### src/adcpf_defines.svh
// register map, field positions and timing counts of the converter control
// assumes a 50 MHz system clock and a word-aligned byte-addressed bus
`ifndef ADCPF_DEFINES_SVH
`define ADCPF_DEFINES_SVH

// byte offsets
`define ADCPF_OFS_MODE 5'h00
`define ADCPF_OFS_CHSEL 5'h04
`define ADCPF_OFS_RESULT 5'h08
`define ADCPF_OFS_PFMODE 5'h0c
`define ADCPF_OFS_PFTHR 5'h10
`define ADCPF_OFS_STATUS 5'h14

// mode register fields
`define ADCPF_MODE_EN_BIT 7
`define ADCPF_MODE_SEL_HI 5
`define ADCPF_MODE_SEL_LO 3
`define ADCPF_MODE_CMP_BIT 0
// power-fail mode fields
`define ADCPF_PFM_EN_BIT 7
`define ADCPF_PFM_LT_BIT 6
// status fields
`define ADCPF_ST_BUSY_BIT 0
`define ADCPF_ST_PEND_BIT 1
`define ADCPF_ST_HIT_BIT 2

// reset values
`define ADCPF_RST_BYTE 8'h00
`define ADCPF_RST_CHSEL 2'h0
`define ADCPF_RST_RESULT 10'h000

// timing, ns and derived cycles
`define ADCPF_CLK_NS 20
`define ADCPF_CYC(ns) (((ns) + `ADCPF_CLK_NS - 1) / `ADCPF_CLK_NS)
`define ADCPF_START_DLY_NS 1000
`define ADCPF_CONV_NS_0 14000
`define ADCPF_CONV_NS_1 18000
`define ADCPF_CONV_NS_2 24000
`define ADCPF_CONV_NS_3 28000
`define ADCPF_CONV_NS_4 36000
`define ADCPF_CONV_NS_5 48000
`define ADCPF_CONV_NS_6 56000
`define ADCPF_CONV_NS_7 72000

`endif

### src/adcpf_pkg.sv
// types shared by the converter control
// assumes nothing beyond a SystemVerilog compiler
package adcpf_pkg;
  typedef enum logic [1:0] {
    ADCPF_IDLE,
    ADCPF_START,
    ADCPF_CONV
  } adcpf_state_t;
endpackage

### src/adcpf_ctrl.sv
// converter control with power-fail compare, Avalon-MM slave with waitrequest
// assumes the analog core presents its result on adc_data_in at conversion end
//
// Function
// RULE_01: software halts conversion before changing the conversion time select
// RULE_02: mode register write gets one extra bus wait cycle
// RULE_03: software writes zero to channel-select bits 2 to 7
// RULE_04: channel-select write gets one extra bus wait cycle
// RULE_05: mode or channel write may leave the result undefined
// RULE_06: software reads the result before writing mode or channel-select
// RULE_07: result read gets one extra bus wait cycle
// RULE_08: power-fail mode write gets one extra bus wait cycle
// RULE_09: power-fail threshold write gets one extra bus wait cycle
// RULE_10: software waits 14 us from comparator power-on to enable
// RULE_11: comparator power-on and channel setup may come in either order
// RULE_12: skipping comparator power-on means discarding the first result
// RULE_13: conversion start to end equals the selected conversion time
// RULE_14: power-fail setup waits 14 us before enabling the converter
// RULE_15: power-fail setup steps three to five may come in any order
// RULE_16: power-fail use always needs the comparator power-on step
// RULE_17: power-fail conversion start to end equals the selected time
// RULE_18: converter stops in standby
// RULE_19: result read colliding with conversion end completes first
// RULE_20: mode or channel write colliding with conversion end wins
// RULE_21: power-fail enabled raises the end event only on compare hit
`timescale 1ns/100ps
`include "adcpf_defines.svh"
`default_nettype none

module adcpf_ctrl (
  // clock and reset
  input wire logic clk_sys_in,
  input wire logic resetn_in,
  // avalon-mm slave
  input wire logic [4:0] address_in,
  input wire logic read_in,
  input wire logic write_in,
  input wire logic [3:0] byteenable_in,
  input wire logic [31:0] writedata_in,
  output logic [31:0] readdata_out,
  output logic waitrequest_out,
  // analog core and system
  input wire logic [9:0] adc_data_in,
  input wire logic standby_in,
  output logic [1:0] channel_sel_out,
  output logic comparator_on_out,
  output logic conversion_end_irq_out
);

  adcpf_pkg::adcpf_state_t state_r;
  logic [7:0] converter_mode_reg;
  logic [1:0] channel_select_reg;
  logic [9:0] conversion_result_reg;
  logic [7:0] powerfail_mode_reg;
  logic [7:0] powerfail_threshold_reg;
  logic waitreq_r;
  logic wt_cnt_r;
  logic [31:0] rdata_r;
  logic irq_r;
  logic pend_r;
  logic [9:0] pend_data_r;
  logic hit_r;
  logic [15:0] cnt_r;
  logic [15:0] age_r;
  logic [31:0] rd_mux;
  logic [15:0] conv_cyc;
  logic [9:0] new_data;
  logic slow;
  logic wr_fx;
  logic wr_mode;
  logic wr_chsel;
  logic cfg_wr;
  logic rd_res_act;
  logic run;
  logic conv_end_raw;
  logic conv_done;
  logic [2:0] sel;

  localparam logic [15:0] START_CYC = 16'(`ADCPF_CYC(`ADCPF_START_DLY_NS));

  function automatic logic [15:0] cyc_of(input logic [2:0] s);
    case (s)
      3'h0: cyc_of = 16'(`ADCPF_CYC(`ADCPF_CONV_NS_0));
      3'h1: cyc_of = 16'(`ADCPF_CYC(`ADCPF_CONV_NS_1));
      3'h2: cyc_of = 16'(`ADCPF_CYC(`ADCPF_CONV_NS_2));
      3'h3: cyc_of = 16'(`ADCPF_CYC(`ADCPF_CONV_NS_3));
      3'h4: cyc_of = 16'(`ADCPF_CYC(`ADCPF_CONV_NS_4));
      3'h5: cyc_of = 16'(`ADCPF_CYC(`ADCPF_CONV_NS_5));
      3'h6: cyc_of = 16'(`ADCPF_CYC(`ADCPF_CONV_NS_6));
      default: cyc_of = 16'(`ADCPF_CYC(`ADCPF_CONV_NS_7));
    endcase
  endfunction

  function automatic logic pf_hit(input logic [9:0] v, input logic lt,
                                  input logic [7:0] thr);
    pf_hit = lt ? (v[9:2] < thr) : (v[9:2] >= thr);
  endfunction

  // access decode
  assign sel = converter_mode_reg[`ADCPF_MODE_SEL_HI:`ADCPF_MODE_SEL_LO];
  assign conv_cyc = cyc_of(sel);
  assign slow = (write_in && (address_in == `ADCPF_OFS_MODE ||
                 address_in == `ADCPF_OFS_CHSEL ||
                 address_in == `ADCPF_OFS_PFMODE ||
                 address_in == `ADCPF_OFS_PFTHR)) ||
                (read_in && address_in == `ADCPF_OFS_RESULT);
  assign wr_fx = write_in && !waitreq_r && byteenable_in[0];
  assign wr_mode = wr_fx && address_in == `ADCPF_OFS_MODE;
  assign wr_chsel = wr_fx && address_in == `ADCPF_OFS_CHSEL;
  assign cfg_wr = wr_mode || wr_chsel;
  assign rd_res_act = read_in && address_in == `ADCPF_OFS_RESULT;
  assign run = converter_mode_reg[`ADCPF_MODE_EN_BIT] && !standby_in;
  assign conv_end_raw = state_r == adcpf_pkg::ADCPF_CONV && cnt_r == conv_cyc - 16'h1;
  assign conv_done = conv_end_raw && run && !cfg_wr; // RULE_20
  assign new_data = conv_done ? adc_data_in : pend_data_r;

  // readback mux, reserved bits read zero
  always_comb begin
    rd_mux = 32'h0;
    case (address_in)
      `ADCPF_OFS_MODE: rd_mux[7:0] = converter_mode_reg;
      `ADCPF_OFS_CHSEL: rd_mux[1:0] = channel_select_reg;
      `ADCPF_OFS_RESULT: rd_mux[9:0] = conversion_result_reg;
      `ADCPF_OFS_PFMODE: rd_mux[7:0] = powerfail_mode_reg;
      `ADCPF_OFS_PFTHR: rd_mux[7:0] = powerfail_threshold_reg;
      `ADCPF_OFS_STATUS: begin
        rd_mux[`ADCPF_ST_BUSY_BIT] = state_r == adcpf_pkg::ADCPF_CONV;
        rd_mux[`ADCPF_ST_PEND_BIT] = pend_r;
        rd_mux[`ADCPF_ST_HIT_BIT] = hit_r;
      end
      default: rd_mux = 32'h0;
    endcase
  end

  // bus handshake, slow accesses take one extra wait cycle
  always_ff @(posedge clk_sys_in or negedge resetn_in) begin
    if (!resetn_in) begin
      waitreq_r <= 1'b1;
      wt_cnt_r <= 1'b0;
      rdata_r <= 32'h0;
    end else if (!waitreq_r) begin
      waitreq_r <= 1'b1;
      wt_cnt_r <= 1'b0;
    end else if (read_in || write_in) begin
      if (wt_cnt_r == slow) begin // RULE_02 RULE_04 RULE_07 RULE_08 RULE_09
        waitreq_r <= 1'b0;
        rdata_r <= rd_mux;
      end else begin
        wt_cnt_r <= 1'b1;
      end
    end
  end

  // software registers
  always_ff @(posedge clk_sys_in or negedge resetn_in) begin
    if (!resetn_in) begin
      converter_mode_reg <= `ADCPF_RST_BYTE;
      channel_select_reg <= `ADCPF_RST_CHSEL;
      powerfail_mode_reg <= `ADCPF_RST_BYTE;
      powerfail_threshold_reg <= `ADCPF_RST_BYTE;
    end else if (wr_fx) begin
      case (address_in)
        `ADCPF_OFS_MODE: converter_mode_reg <= writedata_in[7:0];
        `ADCPF_OFS_CHSEL: channel_select_reg <= writedata_in[1:0];
        `ADCPF_OFS_PFMODE: powerfail_mode_reg <= writedata_in[7:0];
        `ADCPF_OFS_PFTHR: powerfail_threshold_reg <= writedata_in[7:0];
        default: channel_select_reg <= channel_select_reg;
      endcase
    end
  end

  // conversion sequencer, restarts on mode or channel write
  always_ff @(posedge clk_sys_in or negedge resetn_in) begin
    if (!resetn_in) begin
      state_r <= adcpf_pkg::ADCPF_IDLE;
      cnt_r <= 16'h0;
    end else if (!run) begin // RULE_18
      state_r <= adcpf_pkg::ADCPF_IDLE;
      cnt_r <= 16'h0;
    end else if (cfg_wr || state_r == adcpf_pkg::ADCPF_IDLE) begin
      state_r <= adcpf_pkg::ADCPF_START;
      cnt_r <= 16'h0;
    end else begin
      case (state_r)
        adcpf_pkg::ADCPF_START: begin
          if (cnt_r == START_CYC - 16'h1) begin
            state_r <= adcpf_pkg::ADCPF_CONV;
            cnt_r <= 16'h0;
          end else begin
            cnt_r <= cnt_r + 16'h1;
          end
        end
        adcpf_pkg::ADCPF_CONV: begin
          cnt_r <= conv_end_raw ? 16'h0 : cnt_r + 16'h1; // RULE_13 RULE_17
        end
        default: state_r <= adcpf_pkg::ADCPF_IDLE;
      endcase
    end
  end

  // result store and end event; result reads hold off the store
  always_ff @(posedge clk_sys_in or negedge resetn_in) begin
    if (!resetn_in) begin
      conversion_result_reg <= `ADCPF_RST_RESULT;
      pend_r <= 1'b0;
      pend_data_r <= `ADCPF_RST_RESULT;
      hit_r <= 1'b0;
      irq_r <= 1'b0;
    end else begin
      irq_r <= 1'b0;
      if (conv_done && rd_res_act) begin // RULE_19
        pend_r <= 1'b1;
        pend_data_r <= adc_data_in;
      end else if (cfg_wr) begin
        pend_r <= 1'b0; // RULE_05
      end else if ((conv_done || pend_r) && !rd_res_act) begin
        conversion_result_reg <= new_data;
        pend_r <= 1'b0;
        hit_r <= pf_hit(new_data, powerfail_mode_reg[`ADCPF_PFM_LT_BIT],
                        powerfail_threshold_reg);
        irq_r <= !powerfail_mode_reg[`ADCPF_PFM_EN_BIT] ||
                 pf_hit(new_data, powerfail_mode_reg[`ADCPF_PFM_LT_BIT],
                        powerfail_threshold_reg); // RULE_21
      end
    end
  end

  // checking helper: cycles since conversion start
  always_ff @(posedge clk_sys_in or negedge resetn_in) begin
    if (!resetn_in) begin
      age_r <= 16'h0;
    end else if (state_r != adcpf_pkg::ADCPF_CONV || conv_end_raw || cfg_wr) begin
      age_r <= 16'h0;
    end else begin
      age_r <= age_r + 16'h1;
    end
  end

  assign readdata_out = rdata_r;
  assign waitrequest_out = waitreq_r;
  assign channel_sel_out = channel_select_reg;
  assign comparator_on_out = converter_mode_reg[`ADCPF_MODE_CMP_BIT];
  assign conversion_end_irq_out = irq_r;
endmodule

`default_nettype wire

### config.mk
export PLATFORM = sky130hd
export DESIGN_NAME = adcpf_ctrl
export DESIGN_NICKNAME = d
export VERILOG_FILES = /design/src/adcpf_pkg.sv /design/src/adcpf_ctrl.sv
export VERILOG_INCLUDE_DIRS = /design/src
export SDC_FILE = /design/constraint.sdc
export NUM_CORES = 1
export LEC_CHECK = 0
export BUFFER_PORTS_ARGS = -buffer_cell sky130_fd_sc_hd__buf_2
export CAP_MARGIN = 30
export CORE_ASPECT_RATIO = 1.4
export CORE_MARGIN = 4
export CORE_UTILIZATION = 50
export CTS_CLUSTER_SIZE = 16
export DETAILED_ROUTE_END_ITERATION = 7
export PLACE_DENSITY = 0.8
export SLEW_MARGIN = 40
export SYNTH_ARGS = -nofsm -noshare
export SYNTH_HDL_FRONTEND = slang
export SYNTH_SLANG_ARGS = --single-unit
### constraint.sdc
create_clock -name clk_sys_in -period 3 [get_ports clk_sys_in]
set_input_delay 0.45 -clock clk_sys_in [delete_from_list [all_inputs] [get_ports clk_sys_in]]
set_output_delay 0.45 -clock clk_sys_in [all_outputs]
set_load 0.01 [all_outputs]
==> impl_metrics.tcl, run 1 <==
set metrics [dict create \
    r2r_slack_ns -0.45 \
    setup_violations 2 \
    whs_ns 0.1245 \
    p_per_area_nw_per_um2 498.6 \
    worstPathRequired_ns 3.20 \
    largest_reg_flops 16 \
    arrival_ns 3.64 \
    fmax_ghz 0.2902 \
    hold_violations 0 \
    ys_types 62 \
    layout_commonest_cell "dfrtp_1" \
    core_area_sq_um 9029 \
    finalClockSkew_ns 0.006761 \
    final_area_sq_um 5727 \
    place_congestion 0.9077 \
    wl_per_cell_um 18.94 \
    cp_top_family "compound AO/OA/AOI/OAI gates" \
    failed_checks "negative setup slack" \
    clock_sinks 79 \
    reg2reg_depth 14 \
    antenna_cells 0 \
    vias 3922 \
    grtUsageTotal_pct 24.54 \
    synthCells 466 \
    p_leak_nw 2.808 \
    drc 0 \
    outcome "finished with violations" \
    antenna_found_initial 0 \
    grt_pass1_wl_mm 20.12 \
    crit_path_start_kind "flip-flop" \
    critPathKind "reg2reg" \
    crit_path_max_incr_delay_ns 0.45 \
    syn_to_final_growth_pct 23.67 \
    io_buffers 43 \
    slew_violations 0 \
    rows 41 \
    place_area_sq_um 5159 \
    critPathBufInv 2 \
    crit_slowest_cell "dfrtp_2" \
    synth_area_per_cell_sq_um 9.937 \
    firstDrtPassIters 5 \
    fp.dieH_um 121.9 \
    tightestPinTransition_ns 0.7542 \
    total_power_mw 2.855 \
    synth-async-reset-ratio_pct 100.0 \
    seq_area_frac_synth_pct 42.72 \
    critical_path_depth 14 \
    ant_nets 0 \
    initial_core_util_pct 51.29 \
    clock_latency_ns 0.35 \
    hold_class "in2async" \
    end_kind "flip-flop" \
    dieArea_sq_um 10890 \
    ios 93 \
    netlist_area_sq_um 4631 \
    crit_path_cell_trace "buf_12, nor3b_4, a311oi_2, a31oi_2, o211ai_2, nor3_4, buf_12, mux2_2, ha_4, a21oi_2, o21a_1, a21oi_2, o31ai_4, mux2i_1" \
    grt_overflow_total 0 \
    post-route-period-util_pct 114.9 \
    dp_hpwl_mm 8.343 \
    regMostFlops "cnt_r" \
    ys.warnings.count 0 \
    fp.dieW_um 89.34 \
    grt_max_degree 80 \
    clock_path_buffers 2 \
    cts_tree "built" \
    peakVddDrop_v 0.0003658 \
    grt_pass1_vias 4121 \
    drt-total-wl_mm 12.48 \
    slew_headroom_pct 49.53 \
    cts-root-buf "clkbuf_16" \
    path_max_fanout 8 \
    viasPerCell 5.951 \
    synth_enable_flop_cells 0 \
    rsz0062_at_grt "yes" \
    final_cell_mix "dfrtp_1 (76), buf_4 (47), nand2_1 (42), buf_2 (42), nor2_1 (37)" \
    cts_made_buffers 9 \
    worst_slack_ns -0.4460 \
    path_clk_slew_ns 0.06 \
    min_period_ns 3.446 \
    hold_buffers 0 \
    drt_iter0_markers 189 \
    drive_above_1_share_pct 34.24 \
    finalNetCount 613 \
    cap_violations 0 \
    synthFlopType "dfrtp_1" \
    cts_htree_levels 3 \
    yosys_register_bits 79 \
]
stage by stage:
stage          utilization (%)  worst slack [ns]  TNS, ns  std cells
5_1_grt                  63.43           -0.5846   -1.144        659
4_1_cts                  63.17           -0.2569  -0.5119        659
2_1_floorplan                -          0.004805        0        487
3_3_place_gp             57.10           -0.2370  -0.4588        638
3_5_place_dp             57.14           -0.4281  -0.8509        638
6_report                 63.43           -0.4460  -0.8882        659
layout make-up:
type                       instances  area [sq um]
tap                              107         133.9
clock inverter                     7         72.57
multi-input combinational        340          2532
clock buffer                       9         225.2
inverter                          19         71.32
fill                             683          3302
sequential                        79          1981
timing repair buffer              98         710.7
where the power goes:
part | internal, mW | switching (mW)
registers | 1.18 | 0.0852
logic | 0.216 | 0.276
clock network | 0.647 | 0.456
total | 2.04 | 0.817
routing by layer:
layer | global-route usage (%) | routed length (um) | vias to the layer above | part of all wire, %
li1 | - | - | 1799 | -
met1 | 25.08 | 4423 | 1913 | 35
met2 | 44.70 | 6799 | 148 | 54
met3 | 4.533 | 542 | 62 | 4.3
met4 | 14.80 | 717 | 0 | 5.7
met5 | 0 | 0 | - | 0
worst paths after layout:
path / from / to
worst min register to register: powerfail_mode_reg[7]$_DFFE_PN0P_ / conversion_end_irq_out$_DFF_PN0_
worst min-delay path: resetn_in / cnt_r[10]$_DFFE_PN0P_
min in group clk_sys_in: adc_data_in[0] / pend_data_r[0]$_DFFE_PN0P_
worst max register to register: converter_mode_reg[4]$_DFFE_PN0P_ / hit_r$_DFFE_PN0P_
worst max-delay path: converter_mode_reg[4]$_DFFE_PN0P_ / hit_r$_DFFE_PN0P_
max in group asynchronous: resetn_in / converter_mode_reg[5]$_DFFE_PN0P_
logic make-up after synthesis:
kind of cell / Yosys count / share of synthesized area, %
simple gates: 162 / 19.05
xor+xnor: 8 / 1.675
fa+ha+maj: 10 / 2.702
compound gates: 95 / 14.37
flops: 79 / 42.72
mux: 43 / 11.08
other cells: 1 / 0.08098
buf+inv: 68 / 8.322
synthesized netlist by cell type, drive strengths merged, types with 9 or more instances:
master	n	area (sq um)
a211o	10	87.58
a21oi	11	55.05
a31oi	12	75.07
and3	17	106.4
buf	37	269.0
clkbuf	12	45.04
dfrtp	78	1952
ha	10	125.1
inv	19	71.32
mux2	36	442.9
nand2	43	177.7
nand3	9	45.04
nor2	40	160.2
nor3	11	71.32
o21ai	32	175.2
timing repair:
item                                    in CTS  in global routing
gates resized for setup                     36                  4
pin swaps                                   14                  6
setup buffers                                5                  0
hold endpoints to repair                     0                  0
endpoints found under the setup margin       2                  2
gates cloned                                 1                  0
worst register-to-register path: cells and delay by family, from the launching register on:
family,cells,cell delay (ns)
muxes,2,0.48
adders and majority gates,1,0.24
buffers and inverters,2,0.32
DFF,1,0.45
AOI/OAI and AO/OA,7,1.33
and+or+nand+nor,2,0.48
Power figures use the tool's default switching activity.
==> run 2: changes to the inputs <==
--- a/config.mk
+++ b/config.mk
@@ -13,8 +13,9 @@
 export CORE_UTILIZATION = 50
 export CTS_CLUSTER_SIZE = 16
 export DETAILED_ROUTE_END_ITERATION = 7
+export HOLD_SLACK_MARGIN = 0.15
 export PLACE_DENSITY = 0.8
-export SLEW_MARGIN = 40
+export SLEW_MARGIN = 10
 export SYNTH_ARGS = -nofsm -noshare
 export SYNTH_HDL_FRONTEND = slang
 export SYNTH_SLANG_ARGS = --single-unit
==> run 2 against run 1 <==
Compared with the run above: power grew 0.30%; critical path depth increased by 2; the run still ends with negative setup slack left; clock skew fell by 0.0022 ns; largest power group unchanged; largest cell class unchanged.
==> impl_metrics.tcl, run 2 (synthesized netlist as in run 1, its figures left out) <==
set metrics [dict create \
    hp-start "adc_data_in[0]" \
    min_period_ns 3.507 \
    layout_commonest_cell "dfrtp_1" \
    dieArea_sq_um 10890 \
    cts_htree_levels 3 \
    r2r_end "hit_r$_DFFE_PN0P_" \
    slew_headroom_pct 35.11 \
    ios 93 \
    reg2reg_from "converter_mode_reg[4]$_DFFE_PN0P_" \
    fmax_ghz 0.2852 \
    final_cell_mix "dfrtp_1 (76), buf_4 (50), nand2_1 (42), buf_2 (42), nor2_1 (37)" \
    worstPathRequired_ns 3.26 \
    rows 41 \
    critPathKind "reg2reg" \
    reg2reg_depth 16 \
    p_seq_share_pct 44.1 \
    grt_overflow_total 0 \
    drive_above_1_share_pct 34.53 \
    post-route-period-util_pct 116.9 \
    grt_max_degree 80 \
    syn_to_final_growth_pct 24.78 \
    dp_hpwl_mm 8.332 \
    clock_sinks 79 \
    core_area_sq_um 9029 \
    finalNetCount 617 \
    p_per_area_nw_per_um2 495.6 \
    whs_ns 0.3453 \
    rsz0062_at_grt "yes" \
    cts_tree "built" \
    grtUsageTotal_pct 24.35 \
    grt_pass1_vias 4091 \
    wl_per_cell_um 19.13 \
    p_sw_share_pct 28.66 \
    slew_violations 0 \
    path_max_fanout 8 \
    timing.setup.tns_ns -1.011 \
    fp.dieH_um 121.9 \
    clock_path_buffers 2 \
    antenna_cells 0 \
    grt_pass1_wl_mm 20.03 \
    end_kind "flip-flop" \
    drt_iter0_markers 279 \
    min_path_cells 2 \
    worst_slack_ns -0.5068 \
    place_congestion 0.9077 \
    cts-root-buf "clkbuf_16" \
    regMostFlops "cnt_r" \
    r2r_slack_ns -0.51 \
    power_switching_uw 820.8 \
    drt-total-wl_mm 12.68 \
    io_buffers 43 \
    antenna_found_initial 0 \
    p_leak_nw 2.829 \
    arrival_ns 3.77 \
    hold_class "in2reg" \
    viasPerCell 5.992 \
    firstDrtPassIters 5 \
    cts_made_buffers 9 \
    p_int_mw 2.043 \
    ant_nets 0 \
    fillers 687 \
    combPwrFrac_pct 17.6 \
    peakVddDrop_v 0.0004611 \
    fin_util_pct 64.00 \
    path_clk_slew_ns 0.06 \
    setup_violations 2 \
    clock_latency_ns 0.35 \
    hold_violations 0 \
    cap_violations 0 \
    p_clk_share_pct 38.3 \
    largest_reg_flops 16 \
    tightestPinTransition_ns 0.9734 \
    finalClockSkew_ns 0.004603 \
    drc 0 \
    initial_core_util_pct 51.29 \
    vias 3973 \
    fp.dieW_um 89.34 \
    whs_endpoint "pend_data_r[0]$_DFFE_PN0P_" \
    outcome "finished with violations" \
    crit_path_start_kind "flip-flop" \
    failed_checks "negative setup slack" \
]
-- run 2: changes by cell type in the layout (fill, tap and decap cells not counted), moves of 2 or more --
cell	before	now
o21ai_1	7	5
buf_4	47	50
a21oi_1	5	7
a21oi_2	6	3
-- run 2: per-stage QoR --
step / instances / instance area (sq um) / power (mW) / setup WS [ns]
floorplan: 487 / 4721 / 1.520 / 0.004805
global placement: 638 / 5155 / 1.684 / -0.2370
detailed placement: 638 / 5155 / 1.706 / -0.4363
CTS: 659 / 5692 / 2.841 / -0.2810
global route: 663 / 5778 / 2.972 / -0.6731
finish: 663 / 5778 / 2.864 / -0.5068
-- run 2: final cells by class --
class                           count  area, sq um  share of cell area (%)
Multi-Input combinational cell    340         2539                   43.94
Timing Repair Buffer              102        755.7                   13.08
Clock inverter                      7        72.57                   1.256
Clock buffer                        9        225.2                   3.898
Sequential cell                    79         1981                   34.28
Tap cell                          107        133.9                   2.317
Inverter                           19        71.32                   1.234
-- run 2: how the worst max path moves through the flow --
stage	from	endpoint
finish	converter_mode_reg[4]$_DFFE_PN0P_	hit_r$_DFFE_PN0P_
global route	converter_mode_reg[4]$_DFFE_PN0P_	hit_r$_DFFE_PN0P_
CTS	converter_mode_reg[4]$_DFFE_PN0P_	conversion_end_irq_out$_DFF_PN0_
detailed placement	converter_mode_reg[4]$_DFFE_PN0P_	hit_r$_DFFE_PN0P_
global placement	converter_mode_reg[4]$_DFFE_PN0P_	conversion_end_irq_out$_DFF_PN0_
floorplan	converter_mode_reg[4]$_DFFE_PN0P_	conversion_end_irq_out$_DFF_PN0_
-- run 2: what timing repair did --
item                                    4_1_cts  5_1_grt
gates resized for setup                      33        7
endpoints found under the hold margin         0        9
setup buffers                                 5        2
gates cloned                                  1        0
endpoints found under the setup margin        2        2
pin swaps                                    15        8
hold buffers                                  0        1
-- run 2: routing by layer --
metal,global-route usage [%],vias up,share of wire [%]
li1,-,1796,-
met1,26.04,1966,35
met2,43.87,162,55
met3,4.668,49,5.2
met4,12.94,0,4.2
met5,0,-,0
-- run 2: critical path, stage by stage, from the launching register on --
cell and delay [ns]:
dfrtp_2 0.45, buf_12 0.16, nor3b_4 0.22, a311oi_2 0.14, a31oi_2 0.22, o211ai_2 0.18
nor3_4 0.28, buf_12 0.16, mux2_4 0.31, ha_4 0.23, a21oi_4 0.14, nor2b_2 0.07
o21ai_2 0.15, nand2b_1 0.18, o21ai_2 0.23, o31ai_4 0.12, mux2i_1 0.14
-- run 2: power groups by stage --
| stage | clock (mW) | combinational [mW] | sequential [mW] |
|---|---|---|---|
| floorplan | 0 | 0.241 | 1.28 |
| global placement | 0 | 0.418 | 1.27 |
| detailed placement | 0 | 0.433 | 1.27 |
| CTS | 1.10 | 0.480 | 1.26 |
| global route | 1.15 | 0.550 | 1.27 |
| finish | 1.10 | 0.504 | 1.26 |
==> run 3: changes to the inputs <==
--- a/config.mk
+++ b/config.mk
@@ -6,15 +6,15 @@
 export SDC_FILE = /design/constraint.sdc
 export NUM_CORES = 1
 export LEC_CHECK = 0
-export BUFFER_PORTS_ARGS = -buffer_cell sky130_fd_sc_hd__buf_2
 export CAP_MARGIN = 30
 export CORE_ASPECT_RATIO = 1.4
 export CORE_MARGIN = 4
 export CORE_UTILIZATION = 50
 export CTS_CLUSTER_SIZE = 16
 export DETAILED_ROUTE_END_ITERATION = 7
+export DONT_BUFFER_PORTS = 1
 export HOLD_SLACK_MARGIN = 0.15
-export PLACE_DENSITY = 0.8
+export PLACE_DENSITY = 0.72
 export SLEW_MARGIN = 10
 export SYNTH_ARGS = -nofsm -noshare
 export SYNTH_HDL_FRONTEND = slang
==> run 3 against run 2 <==
Compared with the run above: the run still ends with negative setup slack left; sequential power is essentially flat; sequential share of layout area rose by 1.7 points; critical path depth down 2; combinational power down 29%; fmax rose by 6.9%; flip-flop and latch count unchanged; cell area is 4.6% lower; clock skew increased by 0.0027 ns; critical path type unchanged; largest cell class unchanged.
==> impl_metrics.tcl, run 3 (synthesized netlist as in run 1, its figures left out) <==
set metrics [dict create \
    place_congestion 0.8765 \
    rows 41 \
    drc 0 \
    io_buffers 0 \
    slew_violations 0 \
    cp_top_family "compound AO/OA/AOI/OAI gates" \
    antenna_found_initial 1 \
    end_kind "flip-flop" \
    slew_headroom_pct 47.17 \
    path_clk_slew_ns 0.06 \
    fp.dieW_um 89.34 \
    timing.setup.tns_ns -0.5525 \
    total_power_mw 2.794 \
    outcome "finished with violations" \
    dieArea_sq_um 10890 \
    critPathKind "reg2reg" \
    largest_reg_flops 16 \
    p_seq_share_pct 46.3 \
    power_switching_uw 743.1 \
    finalClockSkew_ns 0.007335 \
    drt-total-wl_mm 11.23 \
    crit_start "converter_mode_reg[4]$_DFFE_PN0P_" \
    ios 93 \
    firstDrtPassIters 5 \
    final_cells 614 \
    clock_sinks 79 \
    fmax_ghz 0.3048 \
    dpl_worst_slack_ns -0.3858 \
    seqCellArea_sq_um 1981 \
    critPathBufInv 2 \
    path_max_fanout 8 \
    hold_class "in2reg" \
    fillers 723 \
    whs_ns 0.2440 \
    post-route-period-util_pct 109.4 \
    hold_violations 0 \
    crit_slowest_cell "dfrtp_2" \
    combPwrFrac_pct 12.8 \
    viasPerCell 5.814 \
    final_cell_mix "dfrtp_1 (76), buf_4 (42), nand2_1 (41)" \
    core_area_sq_um 9029 \
    grt_overflow_total 0 \
    drive_above_1_share_pct 28.26 \
    place_area_sq_um 4885 \
    vias 3570 \
    min_period_ns 3.281 \
    worstPathRequired_ns 3.18 \
    final_area_sq_um 5510 \
    fp.dieH_um 121.9 \
    crit_path_start_kind "flip-flop" \
    clock_latency_ns 0.33 \
    cts-root-buf "clkbuf_16" \
    tightestPinTransition_ns 0.7882 \
    worst_slack_ns -0.2811 \
    cts_made_buffers 9 \
    cts_tree "built" \
    regMostFlops "cnt_r" \
    p_leak_nw 2.631 \
    p_sw_share_pct 26.59 \
    crit_path_max_incr_delay_ns 0.46 \
    p_clk_share_pct 40.8 \
    failed_checks "negative setup slack" \
    setup_violations 2 \
    r2r_slack_ns -0.28 \
    peakVddDrop_v 0.0004492 \
    fin_util_pct 61.03 \
    hp-start "writedata_in[7]" \
    crit_path_cell_trace "buf_12, nor3b_4, a311oi_1, a31oi_1, o211ai_2, nor3_4, buf_12, mux2_2, ha_4, a21oi_2, o21a_1, a21oi_2, o31ai_4, a21oi_1" \
    ant_nets 0 \
    layout_commonest_cell "dfrtp_1" \
    wl_per_cell_um 18.29 \
    multi_input_area_sq_um 2510 \
    reg2reg_from "converter_mode_reg[4]$_DFFE_PN0P_" \
    initial_core_util_pct 51.29 \
    grt_max_degree 80 \
    finalNetCount 567 \
    dp.cells 588 \
    grt_pass1_wl_mm 18.39 \
    clock_path_buffers 2 \
    grt_pass1_vias 3700 \
    p_per_area_nw_per_um2 507.0 \
    cts_htree_levels 3 \
    grtUsageTotal_pct 22.03 \
    rsz0062_at_grt "yes" \
    p_int_mw 2.051 \
    cap_violations 0 \
    dp_hpwl_mm 7.932 \
    arrival_ns 3.46 \
    drt_iter0_markers 174 \
    syn_to_final_growth_pct 18.99 \
]
[run 3: layout make-up]
cell class	count	area share, %
clock inverters	4	0.9537
well taps	107	2.430
repair buffers	52	8.946
clock buffers	12	4.837
flip-flops and latches	79	35.94
multi-input cells	340	45.55
diodes	1	0.04541
inverters	19	1.294
[run 3: worst paths after layout]
kind	cells after the start	to
worst max-delay path	14	conversion_end_irq_out$_DFF_PN0_
worst min-delay path	2	powerfail_threshold_reg[7]$_DFFE_PN0P_
worst max register to register	14	conversion_end_irq_out$_DFF_PN0_
worst min register to register	1	conversion_end_irq_out$_DFF_PN0_
max in group asynchronous	2	converter_mode_reg[4]$_DFFE_PN0P_
min in group asynchronous	2	cnt_r[15]$_DFFE_PN0P_
[run 3: power groups by stage]
stage	registers [mW]	logic (mW)	clock network (mW)
after floorplan	1.28	0.241	0
after global placement	1.31	0.273	0
after detailed placement	1.31	0.285	0
after CTS	1.30	0.351	1.16
after global routing	1.31	0.395	1.21
final	1.29	0.358	1.14
[run 3: layer usage]
| layer | up-vias | global-route usage [%] | wire length [um] |
|---|---|---|---|
| met1 | 1777 | 24.30 | 4170 |
| met3 | 22 | 5.074 | 451 |
| met5 | - | 0 | 0 |
| li1 | 1699 | - | - |
| met2 | 72 | 39.39 | 6307 |
| met4 | 0 | 9.590 | 299 |
[run 3: timing repair]
item,in CTS,in global routing
cloned,2,0
buffers inserted,5,0
hold endpoints to repair,79,0
hold buffers,2,0
endpoints found under the setup margin,2,2
gates resized for setup,35,2
pin swaps,15,2
